==> src/cct_defs.svh <==
// Offsets, field positions, reset values and timing of the timer.
`ifndef CCT_DEFS_SVH
`define CCT_DEFS_SVH

`define CCT_OFS_COUNT 8'h40
`define CCT_OFS_CH0_VALUE 8'h4A
`define CCT_OFS_CH1_VALUE 8'h4C
`define CCT_OFS_CTRL 8'h50
`define CCT_OFS_EDGE 8'h51
`define CCT_OFS_CH0_OUT 8'h55
`define CCT_OFS_CH1_OUT 8'h56
`define CCT_OFS_STATUS 8'h58

`define CCT_CTRL_CLK_LSB 0
`define CCT_CTRL_RUN_BIT 3
`define CCT_CTRL_MODE0_BIT 4
`define CCT_EDGE_CH0_LSB 2
`define CCT_OUT_LEVEL_BIT 0
`define CCT_OUT_BUF_BIT 1

`define CCT_RST_COUNT 16'h0000
`define CCT_RST_VALUE 16'h0000
`define CCT_RST_CTRL 8'hC0
`define CCT_RST_EDGE 8'hC0
`define CCT_RST_OUT 8'hFC
`define CCT_CTRL_FIXED 8'hC0
`define CCT_EDGE_FIXED 8'hC0
`define CCT_OUT_FIXED 8'hFC

`define CCT_CLK_PERIOD_NS 100
`define CCT_MIN_PULSE_NS 100
`define CCT_MIN_PULSE_CYC \
   ((`CCT_MIN_PULSE_NS + `CCT_CLK_PERIOD_NS - 1) / `CCT_CLK_PERIOD_NS)

`endif

==> src/cct_pkg.sv <==
// Types shared by the capture/compare timer files.
package cct_pkg;
   typedef enum logic [1:0] {
      CCT_EDGE_OFF = 2'h0,
      CCT_EDGE_RISE = 2'h1,
      CCT_EDGE_FALL = 2'h2,
      CCT_EDGE_BOTH = 2'h3
   } cct_edge_t;
   typedef enum logic [1:0] {
      CCT_CNT_HALT = 2'h0,
      CCT_CNT_RUN = 2'h1
   } cct_cnt_state_t;
endpackage

==> src/cct_channel.sv <==
// One capture/compare channel: edge detection, value register, pin level.
`timescale 1ns/1ps
`include "cct_defs.svh"

module cct_channel
   import cct_pkg::*;
#(
   parameter int WIDTH = 16
) (
   input wire logic clk, // system clock
   input wire logic reset_n, // asynchronous reset, active low
   input wire logic pin_in, // channel pin, synchronous input
   input wire logic capture_mode, // 1 capture, 0 compare-out
   input wire logic [1:0] edge_sel, // valid capture edge
   input wire logic running, // counter in run state
   input wire logic tick, // count tick this cycle
   input wire logic [WIDTH-1:0] count, // current counter value
   input wire logic value_we, // software write of value
   input wire logic [WIDTH-1:0] value_wdata, // value write data
   input wire logic ctl_we, // software write of output control
   input wire logic [1:0] ctl_wdata, // buffer and level bits
   output logic [WIDTH-1:0] value, // capture/compare value
   output logic next_level_buffer, // level to take at next match
   output logic output_level, // level driving the pin
   output logic event_pulse // capture or match event
);

   // ************************************************************
   // Pin sampling
   // ************************************************************
   logic pin_q;
   logic pin_prev;
   logic rise;
   logic fall;
   logic edge_hit;
   logic match_hit;

   // Both stages rest at the pulled-up idle level, so no false edge
   // is seen when reset lets go.
   // [RULE18] pin sampled on clock
   always_ff @(negedge clk or negedge reset_n) begin
      if (!reset_n) begin
         pin_q <= 1'b1;
      end else begin
         pin_q <= pin_in;
      end
   end

   always_ff @(posedge clk or negedge reset_n) begin
      if (!reset_n) begin
         pin_prev <= 1'b1;
      end else begin
         pin_prev <= pin_q;
      end
   end

   assign rise = pin_q & ~pin_prev;
   assign fall = ~pin_q & pin_prev;

   // [RULE22] edge select decode
   always_comb begin
      case (cct_edge_t'(edge_sel))
         CCT_EDGE_RISE: edge_hit = rise;
         CCT_EDGE_FALL: edge_hit = fall;
         CCT_EDGE_BOTH: edge_hit = rise | fall;
         default: edge_hit = 1'b0;
      endcase
   end

   // A match is taken once per count value, on the tick that leaves it,
   // so a halted or slow counter does not fire repeatedly.
   // [RULE10] continuous compare
   assign match_hit = !capture_mode && running && tick && (count == value);

   // ************************************************************
   // Value register and levels
   // ************************************************************
   // [RULE9] value resets to zero
   // [RULE14] capture loads counter
   always_ff @(posedge clk or negedge reset_n) begin
      if (!reset_n) begin
         value <= `CCT_RST_VALUE;
      end else if (capture_mode && running && edge_hit) begin
         value <= count;
      end else if (value_we) begin
         value <= value_wdata;
      end
   end

   // [RULE11] buffered next level
   always_ff @(posedge clk or negedge reset_n) begin
      if (!reset_n) begin
         next_level_buffer <= 1'b0;
      end else if (ctl_we) begin
         next_level_buffer <= ctl_wdata[`CCT_OUT_BUF_BIT];
      end
   end

   // [RULE10] match copies buffer
   always_ff @(posedge clk or negedge reset_n) begin
      if (!reset_n) begin
         output_level <= 1'b0;
      end else if (match_hit) begin
         output_level <= next_level_buffer;
      end else if (ctl_we) begin
         output_level <= ctl_wdata[`CCT_OUT_LEVEL_BIT];
      end
   end

   // [RULE20] shared event request
   always_ff @(posedge clk or negedge reset_n) begin
      if (!reset_n) begin
         event_pulse <= 1'b0;
      end else begin
         event_pulse <= match_hit | (capture_mode && running && edge_hit);
      end
   end

endmodule

==> src/cct_timer.sv <==
// Two-channel capture/compare timer with 16-bit free-running counter.
`timescale 1ns/1ps
`include "cct_defs.svh"

// How it works
// [RULE1] 16-bit up-counter wraps, raises overflow request
// [RULE2] Counter readable, writable, resets to zero
// [RULE3] Counter writable any time, even counting
// [RULE4] Control bits 0-2 clock, bit 3 run
// [RULE5] Control bits 4,5 select channel capture mode
// [RULE6] Control upper two bits fixed one
// [RULE7] Control resets to C0: halted, compare-out
// [RULE8] Both channels identical, only addresses differ
// [RULE9] Channel value 16 bits, read/write, resets zero
// [RULE10] Compare match copies buffer bit to level
// [RULE11] Buffer bit holds level for next match
// [RULE12] Output control: two bits, resets FC
// [RULE13] Software avoids read-modify-write near match
// [RULE14] Valid edge captures counter, raises request
// [RULE15] Edge bits 2-3 channel 0, 4-5 channel 1
// [RULE16] Edge register upper ones, lower zeros fixed
// [RULE17] Edge register resets C0, capture disabled
// [RULE18] Capture pin sampled on falling clock edge
// [RULE19] Source holds pulses over one clock
// [RULE20] Match and capture share channel request
// [RULE21] Capture and compare only while running
// [RULE22] Edge code: off, rise, fall, both
// [RULE23] Counter advances one per selected tick
module cct_timer
   import cct_pkg::*;
#(
   parameter int WIDTH = 16,
   parameter int NCH = 2
) (
   input wire logic clk, // 10 MHz system clock
   input wire logic reset_n, // asynchronous reset, active low
   input wire logic timebase_tick, // time-base prescaler enable pulse
   input wire logic [7:0] addr, // register byte address
   input wire logic [15:0] wdata, // write data
   input wire logic wr, // write strobe
   input wire logic rd, // read strobe
   output logic [15:0] rdata, // read data, cycle after rd
   input wire logic [NCH-1:0] channel_pin_in, // channel pins as inputs
   output logic [NCH-1:0] channel_pin_out, // compare-out pin levels
   output logic [NCH-1:0] channel_pin_oe, // pin drive enables
   output logic overflow_irq, // counter overflow request pulse
   output logic [NCH-1:0] channel_irq // capture/match request pulse
);

   // ************************************************************
   // Registers
   // ************************************************************
   logic [WIDTH-1:0] free_run_count;
   logic [5:0] counter_control;
   logic [3:0] capture_edge_control;
   logic [2:0] div_cnt;
   logic tick;
   cct_cnt_state_t cnt_state;
   logic running;
   logic [WIDTH-1:0] next_count;
   logic wrap;
   logic [NCH-1:0] ch_value_we;
   logic [NCH-1:0] ch_ctl_we;
   logic [NCH-1:0] ch_mode;
   logic [NCH-1:0] ch_buf;
   logic [NCH-1:0] ch_level;
   logic [NCH-1:0] ch_event;
   logic [WIDTH-1:0] ch_value [NCH];
   logic [NCH-1:0] event_seen;
   logic overflow_seen;

   // ************************************************************
   // Count clock selection
   // ************************************************************
   // Codes 0..3 take the time-base tick divided by 1,2,4,8;
   // other codes select no clock at all and the counter stands.
   always_ff @(posedge clk or negedge reset_n) begin
      if (!reset_n) begin
         div_cnt <= 3'h0;
      end else if (timebase_tick) begin
         div_cnt <= div_cnt + 3'h1;
      end
   end

   // [RULE4] clock source select
   always_comb begin
      case (counter_control[`CCT_CTRL_CLK_LSB +: 3])
         3'h0: tick = timebase_tick;
         3'h1: tick = timebase_tick & div_cnt[0];
         3'h2: tick = timebase_tick & (&div_cnt[1:0]);
         3'h3: tick = timebase_tick & (&div_cnt[2:0]);
         default: tick = 1'b0;
      endcase
   end

   // [RULE4] run bit decode
   always_ff @(posedge clk or negedge reset_n) begin
      if (!reset_n) begin
         cnt_state <= CCT_CNT_HALT;
      end else begin
         case (cnt_state)
            CCT_CNT_HALT:
               if (counter_control[`CCT_CTRL_RUN_BIT]) begin
                  cnt_state <= CCT_CNT_RUN;
               end
            CCT_CNT_RUN:
               if (!counter_control[`CCT_CTRL_RUN_BIT]) begin
                  cnt_state <= CCT_CNT_HALT;
               end
            default: cnt_state <= CCT_CNT_HALT;
         endcase
      end
   end

   // [RULE21] run state gates actions
   assign running = (cnt_state == CCT_CNT_RUN) &&
                    counter_control[`CCT_CTRL_RUN_BIT];

   // ************************************************************
   // Free-running counter
   // ************************************************************
   assign next_count = free_run_count + {{(WIDTH-1){1'b0}}, 1'b1};
   // [RULE1] overflow detect
   assign wrap = running && tick && (&free_run_count);

   // A software write wins over a tick in the same cycle.
   // [RULE3] write any time
   always_ff @(posedge clk or negedge reset_n) begin
      if (!reset_n) begin
         // [RULE2] reset to zero
         free_run_count <= `CCT_RST_COUNT;
      end else if (wr && addr == `CCT_OFS_COUNT) begin
         free_run_count <= wdata[WIDTH-1:0];
      end else if (running && tick) begin
         // [RULE23] one step per tick; [RULE1] wraps to zero
         free_run_count <= next_count;
      end
   end

   // [RULE1] overflow request
   always_ff @(posedge clk or negedge reset_n) begin
      if (!reset_n) begin
         overflow_irq <= 1'b0;
      end else begin
         overflow_irq <= wrap;
      end
   end

   // ************************************************************
   // Control registers
   // ************************************************************
   // [RULE7] control reset value
   always_ff @(posedge clk or negedge reset_n) begin
      if (!reset_n) begin
         counter_control <= 6'(`CCT_RST_CTRL);
      end else if (wr && addr == `CCT_OFS_CTRL) begin
         counter_control <= wdata[5:0];
      end
   end

   // [RULE17] edge reset value
   always_ff @(posedge clk or negedge reset_n) begin
      if (!reset_n) begin
         capture_edge_control <= 4'(`CCT_RST_EDGE >> 2);
      end else if (wr && addr == `CCT_OFS_EDGE) begin
         capture_edge_control <= wdata[5:2];
      end
   end

   // ************************************************************
   // Channels
   // ************************************************************
   // [RULE8] identical channels
   generate
      for (genvar i = 0; i < NCH; i++) begin : g_ch
         assign ch_value_we[i] = wr &&
            (addr == 8'(`CCT_OFS_CH0_VALUE + 2 * i));
         assign ch_ctl_we[i] = wr &&
            (addr == 8'(`CCT_OFS_CH0_OUT + i));
         // [RULE5] mode bit per channel
         assign ch_mode[i] = counter_control[`CCT_CTRL_MODE0_BIT + i];

         // [RULE15] edge field per channel
         cct_channel #(
            .WIDTH(WIDTH)
         ) u_ch (
            .clk(clk),
            .reset_n(reset_n),
            .pin_in(channel_pin_in[i]),
            .capture_mode(ch_mode[i]),
            .edge_sel(capture_edge_control[2*i +: 2]),
            .running(running),
            .tick(tick),
            .count(free_run_count),
            .value_we(ch_value_we[i]),
            .value_wdata(wdata[WIDTH-1:0]),
            .ctl_we(ch_ctl_we[i]),
            .ctl_wdata(wdata[1:0]),
            .value(ch_value[i]),
            .next_level_buffer(ch_buf[i]),
            .output_level(ch_level[i]),
            .event_pulse(ch_event[i])
         );

         always_ff @(posedge clk or negedge reset_n) begin
            if (!reset_n) begin
               channel_pin_out[i] <= 1'b0;
               channel_pin_oe[i] <= 1'b0;
               channel_irq[i] <= 1'b0;
            end else begin
               channel_pin_out[i] <= ch_level[i];
               channel_pin_oe[i] <= ~ch_mode[i];
               channel_irq[i] <= ch_event[i];
            end
         end

         // Sticky copy for polling; set wins over the read that clears it.
         always_ff @(posedge clk or negedge reset_n) begin
            if (!reset_n) begin
               event_seen[i] <= 1'b0;
            end else if (ch_event[i]) begin
               event_seen[i] <= 1'b1;
            end else if (rd && addr == `CCT_OFS_STATUS) begin
               event_seen[i] <= 1'b0;
            end
         end
      end
   endgenerate

   always_ff @(posedge clk or negedge reset_n) begin
      if (!reset_n) begin
         overflow_seen <= 1'b0;
      end else if (overflow_irq) begin
         overflow_seen <= 1'b1;
      end else if (rd && addr == `CCT_OFS_STATUS) begin
         overflow_seen <= 1'b0;
      end
   end

   // ************************************************************
   // Read path
   // ************************************************************
   always_ff @(posedge clk or negedge reset_n) begin
      if (!reset_n) begin
         rdata <= 16'h0000;
      end else if (rd) begin
         case (addr)
            `CCT_OFS_COUNT: rdata <= free_run_count;
            `CCT_OFS_CH0_VALUE: rdata <= ch_value[0];
            `CCT_OFS_CH1_VALUE: rdata <= ch_value[1];
            // [RULE6] upper bits read one
            `CCT_OFS_CTRL:
               rdata <= {8'h00, `CCT_CTRL_FIXED | {2'b00, counter_control}};
            // [RULE16] fixed edge bits
            `CCT_OFS_EDGE:
               rdata <= {8'h00, `CCT_EDGE_FIXED |
                         {2'b00, capture_edge_control, 2'b00}};
            // [RULE12] two live bits
            `CCT_OFS_CH0_OUT:
               rdata <= {8'h00, `CCT_OUT_FIXED |
                         {6'h00, ch_buf[0], ch_level[0]}};
            `CCT_OFS_CH1_OUT:
               rdata <= {8'h00, `CCT_OUT_FIXED |
                         {6'h00, ch_buf[1], ch_level[1]}};
            `CCT_OFS_STATUS:
               rdata <= {13'h0000, event_seen, overflow_seen};
            default: rdata <= 16'h0000;
         endcase
      end else begin
         rdata <= 16'h0000;
      end
   end

endmodule

==> config.mk <==
export PLATFORM = sky130hd
export DESIGN_NAME = cct_timer
export DESIGN_NICKNAME = d
export VERILOG_FILES = /design/src/cct_pkg.sv /design/src/cct_channel.sv /design/src/cct_timer.sv
export VERILOG_INCLUDE_DIRS = /design/src
export SDC_FILE = /design/constraint.sdc
export NUM_CORES = 1
export LEC_CHECK = 0
export BUFFER_PORTS_ARGS = -buffer_cell sky130_fd_sc_hd__buf_2
export CORE_MARGIN = 2
export CORE_UTILIZATION = 61
export CTS_BUF_LIST = sky130_fd_sc_hd__clkbuf_2 sky130_fd_sc_hd__clkbuf_4 sky130_fd_sc_hd__clkbuf_8
export DETAILED_ROUTE_END_ITERATION = 6
export GPL_TIMING_DRIVEN = 0
export PLACE_DENSITY = 0.82
export REMOVE_ABC_BUFFERS = 1
export SYNTH_ARGS = -nofsm -noshare
export SYNTH_HDL_FRONTEND = slang
export SYNTH_SLANG_ARGS = --single-unit
==> constraint.sdc <==
create_clock -name clk -period 2.28 [get_ports clk]
set_input_delay 0.228 -clock clk [delete_from_list [all_inputs] [get_ports clk]]
set_output_delay 0.228 -clock clk [all_outputs]
set_load 0.05 [all_outputs]
=== After elaboration in Yosys (flattened, before gate mapping) ===
Cells that the tools add are included.

* $add $sub $neg: 2
* Equal/unequal tests: 22
* Mux-type cells: 22
* Bitwise logic cells: 17
* Reductions and logical operators: 37

{| class="wikitable"
|+ Operators with widths
! cell !! count
|-
| $pmux 16 s8 || 1
|-
| $mux 16 || 7
|-
| $eq 8x7->1 const B || 8
|-
| $eq 16x16->1 || 2
|-
| $logic_and 1x1->1 || 21
|-
| $add 16x1->16 const B || 1
|-
| $reduce_and 16->1 || 1
|-
| $reduce_bool 2->1 || 8
|-
| $eq 2x2->1 const B || 4
|-
| $mux 1 || 8
|-
| $and 1x1->1 || 7
|-
| $eq 2x1->1 const B || 3
|-
| $eq 3x2->1 const B || 2
|-
| $not 1->1 || 6
|-
| $pmux 1 s3 || 2
|-
| $mux 2 || 2
|-
| $ne 2x2->1 const B || 2
|-
| $or 1x1->1 || 4
|-
| $pmux 1 s4 || 1
|-
| $pmux 2 s2 || 1
|-
| $reduce_and 2->1 || 2
|-
| $add 3x1->3 const B || 1
|-
| $eq 3x1->1 const B || 1
|-
| $logic_not 3->1 || 1
|-
| other kinds (3) || 4
|}

* Register bits: 99
* Bits of input ports: 31
* Output and inout port bits: 23
* Logic and storage cells: 128

=== Depth between registers and ports, before layout ===
Gate-level depths: netlist (run 1).

* Depth after elaboration: 6
* Mapped depth: 8
* Mapped depth without buffers: 7

=== Cells and area by module ===
A second synthesis (run 1) with hierarchy kept.

* Cell total of the unflattened synthesis: 524
* Area total of the unflattened synthesis: 5295.1 µm²

{| class="wikitable"
|+ By module, submodules not included
! module !! instances !! cells an instance !! area an instance (µm²)
|-
| cct_timer || 1 || 302 || 3007.9
|-
| cct_channel || 2 || 111 || 1143.6
|}

==> results of run 1 <==
-- flip-flops by register name, summed over array words and instances, names as in the netlist --
signal and cells:
g_ch.u_ch.value 32, free_run_count 16, rdata 16, counter_control 6
capture_edge_control 4, div_cnt 3, channel_irq 2, channel_pin_oe 2
channel_pin_out 2, event_seen 2, g_ch.u_ch.event_pulse 2, g_ch.u_ch.next_level_buffer 2
g_ch.u_ch.output_level 2, g_ch.u_ch.pin_prev 2, g_ch.u_ch.pin_q 2, cnt_state 1
overflow_irq 1, overflow_seen 1
-- worst max-delay path, delay by kind of cell (launching register included) --
family | cells | cell delay, ps
flip-flops | 1 | 550
AO/OA/AOI/OAI | 3 | 450
buffers and inverters | 2 | 310
AND/OR/NAND/NOR | 2 | 220
adder cells (fa/ha/maj) | 1 | 120
-- power by group through the flow --
stage / Clock [mW] / Combinational (mW) / Sequential (mW)
CTS: 1.14 / 0.495 / 2.03
detailed placement: 0.00824 / 0.465 / 2.06
global placement: 0.00824 / 0.434 / 2.05
global route: 1.21 / 0.657 / 2.09
finish: 1.14 / 0.599 / 2.07
floorplan: 0.00824 / 0.289 / 2.02
-- final cells by class --
type	instances	area share (%)
clock buffer	10	2.159
clock inverter	8	0.9815
inverter	9	0.5693
multi-input combinational	358	45.60
sequential	98	38.56
tap	105	2.061
timing repair buffer	80	10.07
-- final timing paths --
path                                                    startpoint                                end  slack, ps  cells past startpoint
worst max-delay path                  g_ch[0].u_ch.pin_q$_DFF_NN1_  g_ch[0].u_ch.value[3]$_DFFE_PN0P_       -630                      8
worst min-delay path                                 timebase_tick             div_cnt[0]$_DFFE_PN0P_        100                      2
worst max register to register        g_ch[0].u_ch.pin_q$_DFF_NN1_  g_ch[0].u_ch.value[3]$_DFFE_PN0P_       -630                      8
worst min register to register  g_ch[1].u_ch.event_pulse$_DFF_PN0_           channel_irq[1]$_DFF_PN0_        390                      0
max in group asynchronous                                  reset_n       g_ch[1].u_ch.pin_q$_DFF_NN1_        560                      2
min in group asynchronous                                  reset_n           cnt_state[0]$_DFFE_PN0P_        290                      2
-- cells in the final DEF (no fill, tap or decap), types with 14 or more instances in the layout --
master and n:
mux2_2 17, nand3_1 14, xor2_1 23, nor2_1 28
nand2_2 14, o21ai_2 16, xnor2_1 27, nand2_1 24
buf_2 52, dfrtp_1 94, a21oi_1 23, mux2i_1 34
o21ai_1 14
-- stage by stage --
stage               hold WS (ps)  worst slack (ps)  area (um2)  std cells
global route               117.9            -675.2        6374        668
CTS                        102.5            -595.9        6111        661
global placement           365.2             -2119        5421        624
detailed placement         163.2             -1054        5494        627
floorplan                 -67.59             -1304        5025        466
finish                     96.99            -627.6        6374        668
-- what timing repair did --
action | in CTS | in global routing
endpoints found under the hold margin | 21 | 0
setup endpoints to repair | 53 | 45
buffers inserted | 12 | 9
pin swaps | 7 | 16
gates resized for setup | 53 | 59
hold buffers | 1 | 0
cloned | 4 | 1
-- cell families after synthesis --
logic type	count (synthesis)	share of synthesized area, %
AO/OA/AOI/OAI	100	12.35
XOR/XNOR	50	8.428
adder cells (fa/ha/maj)	8	1.926
buffers and inverters	47	4.021
flip-flops	98	47.29
multiplexers	54	10.86
AND/OR/NAND/NOR	146	15.12
-- per-layer routing --
metal / up-vias / GRT usage [%] / routed length (um)
met5: - / 0 / 0
met4: 0 / 15.02 / 730
met3: 75 / 7.518 / 1538
met2: 327 / 52.72 / 7471
met1: 2207 / 44.16 / 5973
li1: 1902 / - / -
==> metrics.yaml, run 1 <==
crit_required_ps: 2580
violations: "setup timing"
hold_class: "input pin to flop"
cts_tree: "done"
drive_above_1_share_pct: 33.04
cts_sinks: 98
synth_flop_cell: "dfrtp_1"
area_growth_pct: 22.66
cap_viol_max_count: 0
slew_headroom_pct: 27.11
yosysWarnings: 0
synth.distinct_cells: 50
clk_latency_ps: 400
vias_per_cell: 6.753
synth_enable_flop_cells: 0
drt_iter0_drc: 756
async_flop_share_pct: 100.0
die_h_um: 96.30
cp_max_fo: 7
clock_power_share_pct: 30.0
cts_made_buffers: 9
cp.arrival_ps: 3210
post_drt_wl_per_cell_um: 23.52
drt_pass1_iterations: 6
p_comb_share_pct: 15.7
synth_seq_cells: 98
cpMostUsedCell: "buf_12"
p_int_mw: 2.642
peakVddDrop_mv: 0.6752
status: "complete, but fails checks"
switchingPower_mw: 1.174
antenna_found_initial: 0
core_area_um2: 8217
startpoint_type: "flop"
power_frac_seq_pct: 54.3
cpMaxStageDelayCell: "dfstp_2"
yosysSeqAreaShare_pct: 47.29
fillerInstances: 469
num_io_pins: 54
syn_area_per_cell_um2: 10.33
dpl.hpwl_um: 8716
start_util_pct: 63.24
antenna_left: 0
yosys-top-cells-count: "dfrtp_1, nand2_1, mux2i_1, nor2_1, clkbuf_1"
rows: 33
tightest_slew_ps: 1085
synth.most_common_cell: "dfrtp_1"
synth_top_area_share_pct: 45.27
leakage_nw: 2.941
slowest_delay_ps: 550
clock_skew_ps: 35.72
die_area_um2: 9273
die_w_um: 96.30
grt_max_degree: 74
num_antenna_cells: 0
cts_max_path_buffers: 2
grt_overflow: 0
clk_pin_slew_ps: 90
switching_share_pct: 30.77
p_total_mw: 3.816
grt_pass1_wl_um: 22850
vias: 4511
grtUsageTotal_pct: 33.39
drc: 0
tns_ps: -19890
gp_congestion: 0.9059
netlist_area_um2: 5196
fin_util_pct: 77.57
yosysTopAreaCell: "dfrtp_1"
end_kind: "flop"
powerDensity_nw_per_um2: 598.7
worst_slack_ps: -627.6
cts-root-buf: "clkbuf_8"
finalNetCount: 597
grt_pass1_vias: 4264
drv_slew: 0
syn_inst: 503
regArea_um2: 2457
wl_um: 15710
multiInputGateArea_um2: 2907
crit_type: "flop to flop"
cp_cell_sequence: "ha_4 > nor2b_2 > o21ai_2 > a21oi_4 > buf_12 > buf_12 > nand2_2 > o21ai_1"
ys_top_cells_by_area: "dfrtp_1, mux2i_1, xnor2_1, mux2_2, xor2_1"
rsz0062_at_grt: "true"
setup_viol_count_final: 35
numPortBuffers: 53
cts_htree_levels: 3
hold_viol: 0
Note: power is estimated with default switching activity, not from simulation.
==> inputs of run 2 (changes only) <==
Settings changed: SYNTH_HIERARCHICAL set to 1.
==> run 2 against run 1 <==
  * The flow still finishes with violations (setup timing)
  * Global-route usage is 1.6 points lower
  * Synthesized cell count up 4.2%
  * Core utilization about the same
  * Design area increased by 0.98%
  * Total power rose by 4.2%
  * Worst hold slack gained 24 ps
  * Critical path type unchanged
==> metrics.yaml, run 2 <==
grt_overflow: 0  # unchanged
cts-root-buf: "clkbuf_8"
async_flop_share_pct: 100.0  # unchanged
synth.distinct_cells: 53  # +6.0%
finalNetCount: 632  # +5.9%
switching_share_pct: 31.22  # +0.45 points
regArea_um2: 2457  # unchanged
cts_made_buffers: 9  # unchanged
status: "complete, but fails checks"
clock_power_share_pct: 29.5  # -0.5 points
fin_util_pct: 77.55  # about the same
synth_seq_cells: 98  # unchanged
synth_enable_flop_cells: 0  # unchanged
numPortBuffers: 53  # unchanged
drt_pass1_iterations: 5  # -1
final_cells: 703  # +5.2%
rsz0062_at_grt: "true"
largest_reg_flops: 32  # unchanged
clk_latency_ps: 420  # +20 ps
clk_pin_slew_ps: 100  # about the same
grt_max_degree: 55  # -26%
rr_startpoint: "g_ch[1].u_ch/pin_q$_DFF_NN1_"
yosysTopAreaCell: "dfrtp_1"
grtUsageTotal_pct: 31.76  # -1.6 points
die_h_um: 97.17  # +0.91%
rows: 33  # unchanged
leakage_nw: 2.622  # -11%
grt_pass1_wl_um: 23480  # +2.8%
yosysSeqAreaShare_pct: 46.41  # -0.88 points
post_drt_wl_per_cell_um: 23.42  # -0.46%
drt_iter0_drc: 500  # -34%
drive_above_1_share_pct: 28.09  # -4.9 points
crit_type: "flop to flop"
violations: "setup timing"
vias_per_cell: 6.795  # +0.62%
die_w_um: 97.17  # +0.91%
fillerInstances: 519  # +11%
yosysWarnings: 6  # +6
die_area_um2: 9442  # +1.8%
netlist_area_um2: 5295  # +1.9%
wl_um: 16460  # +4.8%
p_comb_share_pct: 17.9  # +2.2 points
place_ws_ps: -1055  # -0.4000 ps
startpoint: "g_ch[1].u_ch/pin_q$_DFF_NN1_"
cp.arrival_ps: 3190  # -20 ps
hold_class: "input pin to flop"
cp_max_fo: 12  # +5
p_total_mw: 3.975  # +4.2%
ys_top_cells_by_area: "dfrtp_1, mux2i_1, xnor2_1, nand2_1, o21ai_0"
synth_top_area_share_pct: 44.42  # -0.85 points
num_antenna_cells: 0  # unchanged
cts_htree_levels: 3  # unchanged
cts_max_path_buffers: 2  # unchanged
slew_headroom_pct: 18.87  # -8.2 points
peakVddDrop_mv: 0.4671  # -31%
synth.most_common_cell: "dfrtp_1"
regMostFlops: "g_ch.u_ch/value"
setup_viol_count_final: 36  # +2.9%
power_frac_seq_pct: 52.6  # -1.7 points
start_util_pct: 63.80  # +0.56 points
grt_pass1_vias: 4447  # +4.3%
antenna_found_initial: 0  # unchanged
crit_required_ps: 2560  # -20 ps
num_io_pins: 54  # unchanged
worst_slack_ps: -633.3  # -5.623 ps
gp_congestion: 0.8909  # -1.7%
powerDensity_nw_per_um2: 617.6  # +3.2%
dpl_cell_area_um2: 5645  # +2.8%
drv_slew: 0  # unchanged
hold_viol: 0  # unchanged
final_area_um2: 6436  # +0.98%
hp-start: "timebase_tick"
yosys-top-cells-count: "dfrtp_1, nand2_1, o21ai_0, xnor2_1, mux2i_1"
area_growth_pct: 21.55
dpl.hpwl_um: 9502  # +9.0%
drc: 0  # unchanged
p_int_mw: 2.734  # +3.5%
syn_inst: 524  # +4.2%
end_kind: "flop"
cap_viol_max_count: 0  # unchanged
clock_skew_ps: 54.19  # +18.47 ps
syn_area_per_cell_um2: 10.11  # -2.2%
final_common_cell: "dfrtp_1"
core_area_um2: 8299  # +1.0%
synth_flop_cell: "dfrtp_1"
startpoint_type: "flop"
dpl.cell_count: 663  # +5.7%
cts_sinks: 98  # unchanged
cts_tree: "done"
top_regs: "g_ch.u_ch/value (32), free_run_count (16), rdata (16)"
antenna_left: 0  # unchanged
vias: 4777  # +5.9%
layout_common_cells: "dfrtp_1, buf_2, nand2_1"
multiInputGateArea_um2: 2954  # +1.6%
tightest_slew_ps: 1217  # +131.8 ps
switchingPower_mw: 1.241  # +5.7%
[run 2: changes by cell type after synthesis, moves of 5 or more]
cell / change
clkbuf_1: -23
o21ai_0: +20
o21ai_1: -18
nand2_1: +17
buf_2: +11
xnor2_1: +10
xor2_1: -10
a22oi_1: +9
a222oi_1: -7
a21oi_1: +6
mux2_2: -6
nand4_1: +6
mux2_1: +5
nand3_1: -5
[run 2: critical path, stage by stage, from the launching register on]
cell     delay [ps]
dfstp_2         530
inv_2            40
ha_4            230
nor2b_2         120
o21ai_2          80
a21oi_4         150
buf_12          160
buf_8           140
nand2_1          60
o21ai_0         110
[run 2: repair_timing]
item                                   CTS  global route
gates resized for setup                 50            57
hold buffers                             2             0
endpoints found under the hold margin   54             0
cloned                                   3             3
setup endpoints to repair               36            44
buffers inserted                        11             9
pin swaps                                9            26
[run 2: layer usage]
layer  track usage (%)  vias up  part of all wire [%]  routed length (um)
met4             14.95        0                   4.6                 765
met2             48.61      386                    46                7531
met3             7.194       82                    12                1986
met5                 0        -                     0                   0
met1             43.17     2296                    38                6177
li1                  -     2013                     -                   -
[run 2: cells by family after synthesis]
logic type | synth area share, %
AND/OR/NAND/NOR | 16.73
AO/OA/AOI/OAI | 13.66
flip-flops | 46.41
multiplexers | 10.26
XOR/XNOR | 8.270
buffers and inverters | 2.788
adder cells (fa/ha/maj) | 1.890
[run 2: worst paths after layout]
kind	to	cells after the start	slack, ps
max	g_ch[1].u_ch/value[5]$_DFFE_PN0P_	9	-630
min	div_cnt[0]$_DFFE_PN0P_	2	120
max reg2reg	g_ch[1].u_ch/value[5]$_DFFE_PN0P_	9	-630
min reg2reg	channel_irq[0]$_DFF_PN0_	0	390
max in group asynchronous	g_ch[0].u_ch/pin_q$_DFF_NN1_	3	420
min in group asynchronous	g_ch[1].u_ch/pin_prev$_DFF_PN1_	2	420
[run 2: layout make-up]
cell class                      count  area share, %
Multi-Input combinational cell    394          45.90
Sequential cell                    98          38.18
Timing Repair Buffer               79          10.21
Clock buffer                       10          2.041
Tap cell                          105          2.041
Clock inverter                      8          1.108
Inverter                            9         0.5249
[run 2: power groups by stage]
stage          logic (mW)  clock network (mW)  registers, mW
3_5_place_dp        0.524              0.0110           2.09
4_1_cts             0.582                1.17           2.05
6_report            0.710                1.17           2.09
3_3_place_gp        0.494              0.0110           2.08
5_1_grt             0.764                1.24           2.10
2_1_floorplan       0.332              0.0110           2.04
[run 2: metrics by stage]
stage	setup TNS (ps)	hold WS [ps]
CTS	-18310	111.9
finish	-19950	120.5
global placement	-76980	360.5
detailed placement	-36430	337.6
global route	-22290	135.0
floorplan	-44090	-67.59
==> inputs of run 3 (changes only) <==
Settings changed: GPL_ROUTABILITY_DRIVEN set to 0, RECOVER_POWER set to 50.
==> run 3 against run 2 <==
  * The run still ends with setup timing left
  * Worst hold slack worse by 23 ps
  * Via count is 1.1% higher
  * Sequential share of layout area is 0.53 points lower
  * Total power hardly changed
  * Critical path depth is 1 higher
  * Global-route usage is 0.48 points higher
  * Combinational power is 2% higher
  * Sequential cell count stayed put
  * Clock power hardly changed
  * Core utilization is 1.1 points higher
==> metrics.yaml, run 3 (same netlist as run 2, synthesis figures left out) <==
r2r-end: "g_ch[1].u_ch/value[4]$_DFFE_PN0P_"
place_ws_ps: -1078  # -23.93 ps
drt_iter0_drc: 538  # +7.6%
rows: 33  # unchanged
dpl.cell_count: 663  # unchanged
grt_pass1_wl_um: 23850  # +1.6%
die_w_um: 97.17  # unchanged
drt_pass1_iterations: 6  # +1
grt_overflow: 0  # unchanged
grtUsageTotal_pct: 32.24  # +0.48 points
core_area_um2: 8299  # unchanged
end_kind: "flop"
reg2reg_setup_slack_ps: -710  # -70 ps
leakage_nw: 2.691  # +2.6%
drive_above_1_share_pct: 29.57  # +1.5 points
clk_latency_ps: 410  # about the same
layout_common_cells: "dfrtp_1, buf_2, nand2_1"
cts-root-buf: "clkbuf_8"
fin_util_pct: 78.64  # +1.1 points
top_regs: "g_ch.u_ch/value (32), free_run_count (16), rdata (16)"
cp_max_fo: 5  # -7
tightest_slew_ps: 1178  # -39.33 ps
num_io_pins: 54  # unchanged
dpl_cell_area_um2: 5653  # +0.13%
numPortBuffers: 53  # unchanged
cts_tree: "done"
dpl.hpwl_um: 9389  # -1.2%
cap_viol_max_count: 0  # unchanged
drv_slew: 0  # unchanged
startpoint: "g_ch[1].u_ch/pin_q$_DFF_NN1_"
hp-start: "timebase_tick"
tns_ps: -20890  # -946.0 ps
drc: 0  # unchanged
cts_max_path_buffers: 2  # unchanged
die_area_um2: 9442  # unchanged
fillerInstances: 494  # -4.8%
violations: "setup timing"
regMostFlops: "g_ch.u_ch/value"
cts_sinks: 98  # unchanged
cp.arrival_ps: 3260  # +70 ps
startpoint_type: "flop"
wl_um: 16110  # -2.1%
finalNetCount: 636  # +0.63%
whs_ps: 97.89  # -22.65 ps
final_area_um2: 6526  # +1.4%
rr_startpoint: "g_ch[1].u_ch/pin_q$_DFF_NN1_"
largest_reg_flops: 32  # unchanged
r2r_cells: 10  # +1
vias: 4831  # +1.1%
hold_class: "input pin to flop"
post_drt_wl_per_cell_um: 22.79  # -2.7%
grt_max_degree: 61  # +11%
cts_made_buffers: 9  # unchanged
powerDensity_nw_per_um2: 609.2  # -1.4%
crit_type: "flop to flop"
slew_headroom_pct: 21.49  # +2.6 points
antenna_left: 0  # unchanged
die_h_um: 97.17  # unchanged
antenna_found_initial: 0  # unchanged
clock_skew_ps: 33.16  # -21.04 ps
start_util_pct: 63.80  # unchanged
rsz0062_at_grt: "true"
worst_slack_ps: -706.7  # -73.44 ps
vias_per_cell: 6.833  # +0.56%
setup_viol_count_final: 38  # +5.6%
status: "complete, but fails checks"
peakVddDrop_mv: 0.4655  # -0.34%
p_total_mw: 3.976  # about the same
final_cells: 707  # +0.57%
grt_pass1_vias: 4459  # +0.27%
clk_pin_slew_ps: 100  # about the same
area_growth_pct: 23.25
cts_htree_levels: 3  # unchanged
crit_required_ps: 2550  # about the same
num_antenna_cells: 0  # unchanged
hold_viol: 0  # unchanged
final_common_cell: "dfrtp_1"
worstSetupEndpoint: "g_ch[1].u_ch/value[4]$_DFFE_PN0P_"
run 3: power breakdown:
group / internal [mW] / switching (mW)
Sequential: 1.86 / 0.232
Combinational: 0.364 / 0.361
Clock: 0.545 / 0.611
run 3: cell type report:
type / count / area [um2] / share of cell area [%]
clock inverters: 6 / 52.55 / 0.8052
inverters: 9 / 33.78 / 0.5176
multi-input cells: 394 / 2975 / 45.59
clock buffers: 12 / 146.4 / 2.243
repair buffers: 83 / 729.5 / 11.18
flip-flops and latches: 98 / 2457 / 37.65
well taps: 105 / 131.4 / 2.013
run 3: what timing repair did:
item / CTS / global route
endpoints found under the setup margin: 36 / 50
cloned: 6 / 3
hold buffers: 1 / 0
buffers inserted: 14 / 7
resized for setup: 66 / 54
endpoints found under the hold margin: 38 / 0
pin swaps: 11 / 14
run 3: layer usage:
layer  global-route usage [%]  wire length [um]
met1                    42.33              5943
met2                    51.60              7507
met3                    8.489              1707
met4                    12.24               951
met5                        0                 0
run 3: worst min path at each step:
stage                                                      to  cells past startpoint
after detailed placement                  rdata[15]$_DFF_PN0_                      1
final                                  div_cnt[0]$_DFFE_PN0P_                      2
after CTS                              div_cnt[0]$_DFFE_PN0P_                      2
after floorplan           capture_edge_control[0]$_DFFE_PN0P_                      0
after global routing                   div_cnt[0]$_DFFE_PN0P_                      2
after global placement               channel_irq[0]$_DFF_PN0_                      0
run 3: worst max-delay path: stages (launching register included):
cell,delay [ps]
dfstp_2,550
inv_2,60
ha_4,260
nor2b_2,40
o21ai_2,170
a21oi_4,90
buf_6,130
buf_6,130
buf_16,130
nand2_1,60
o21ai_1,70
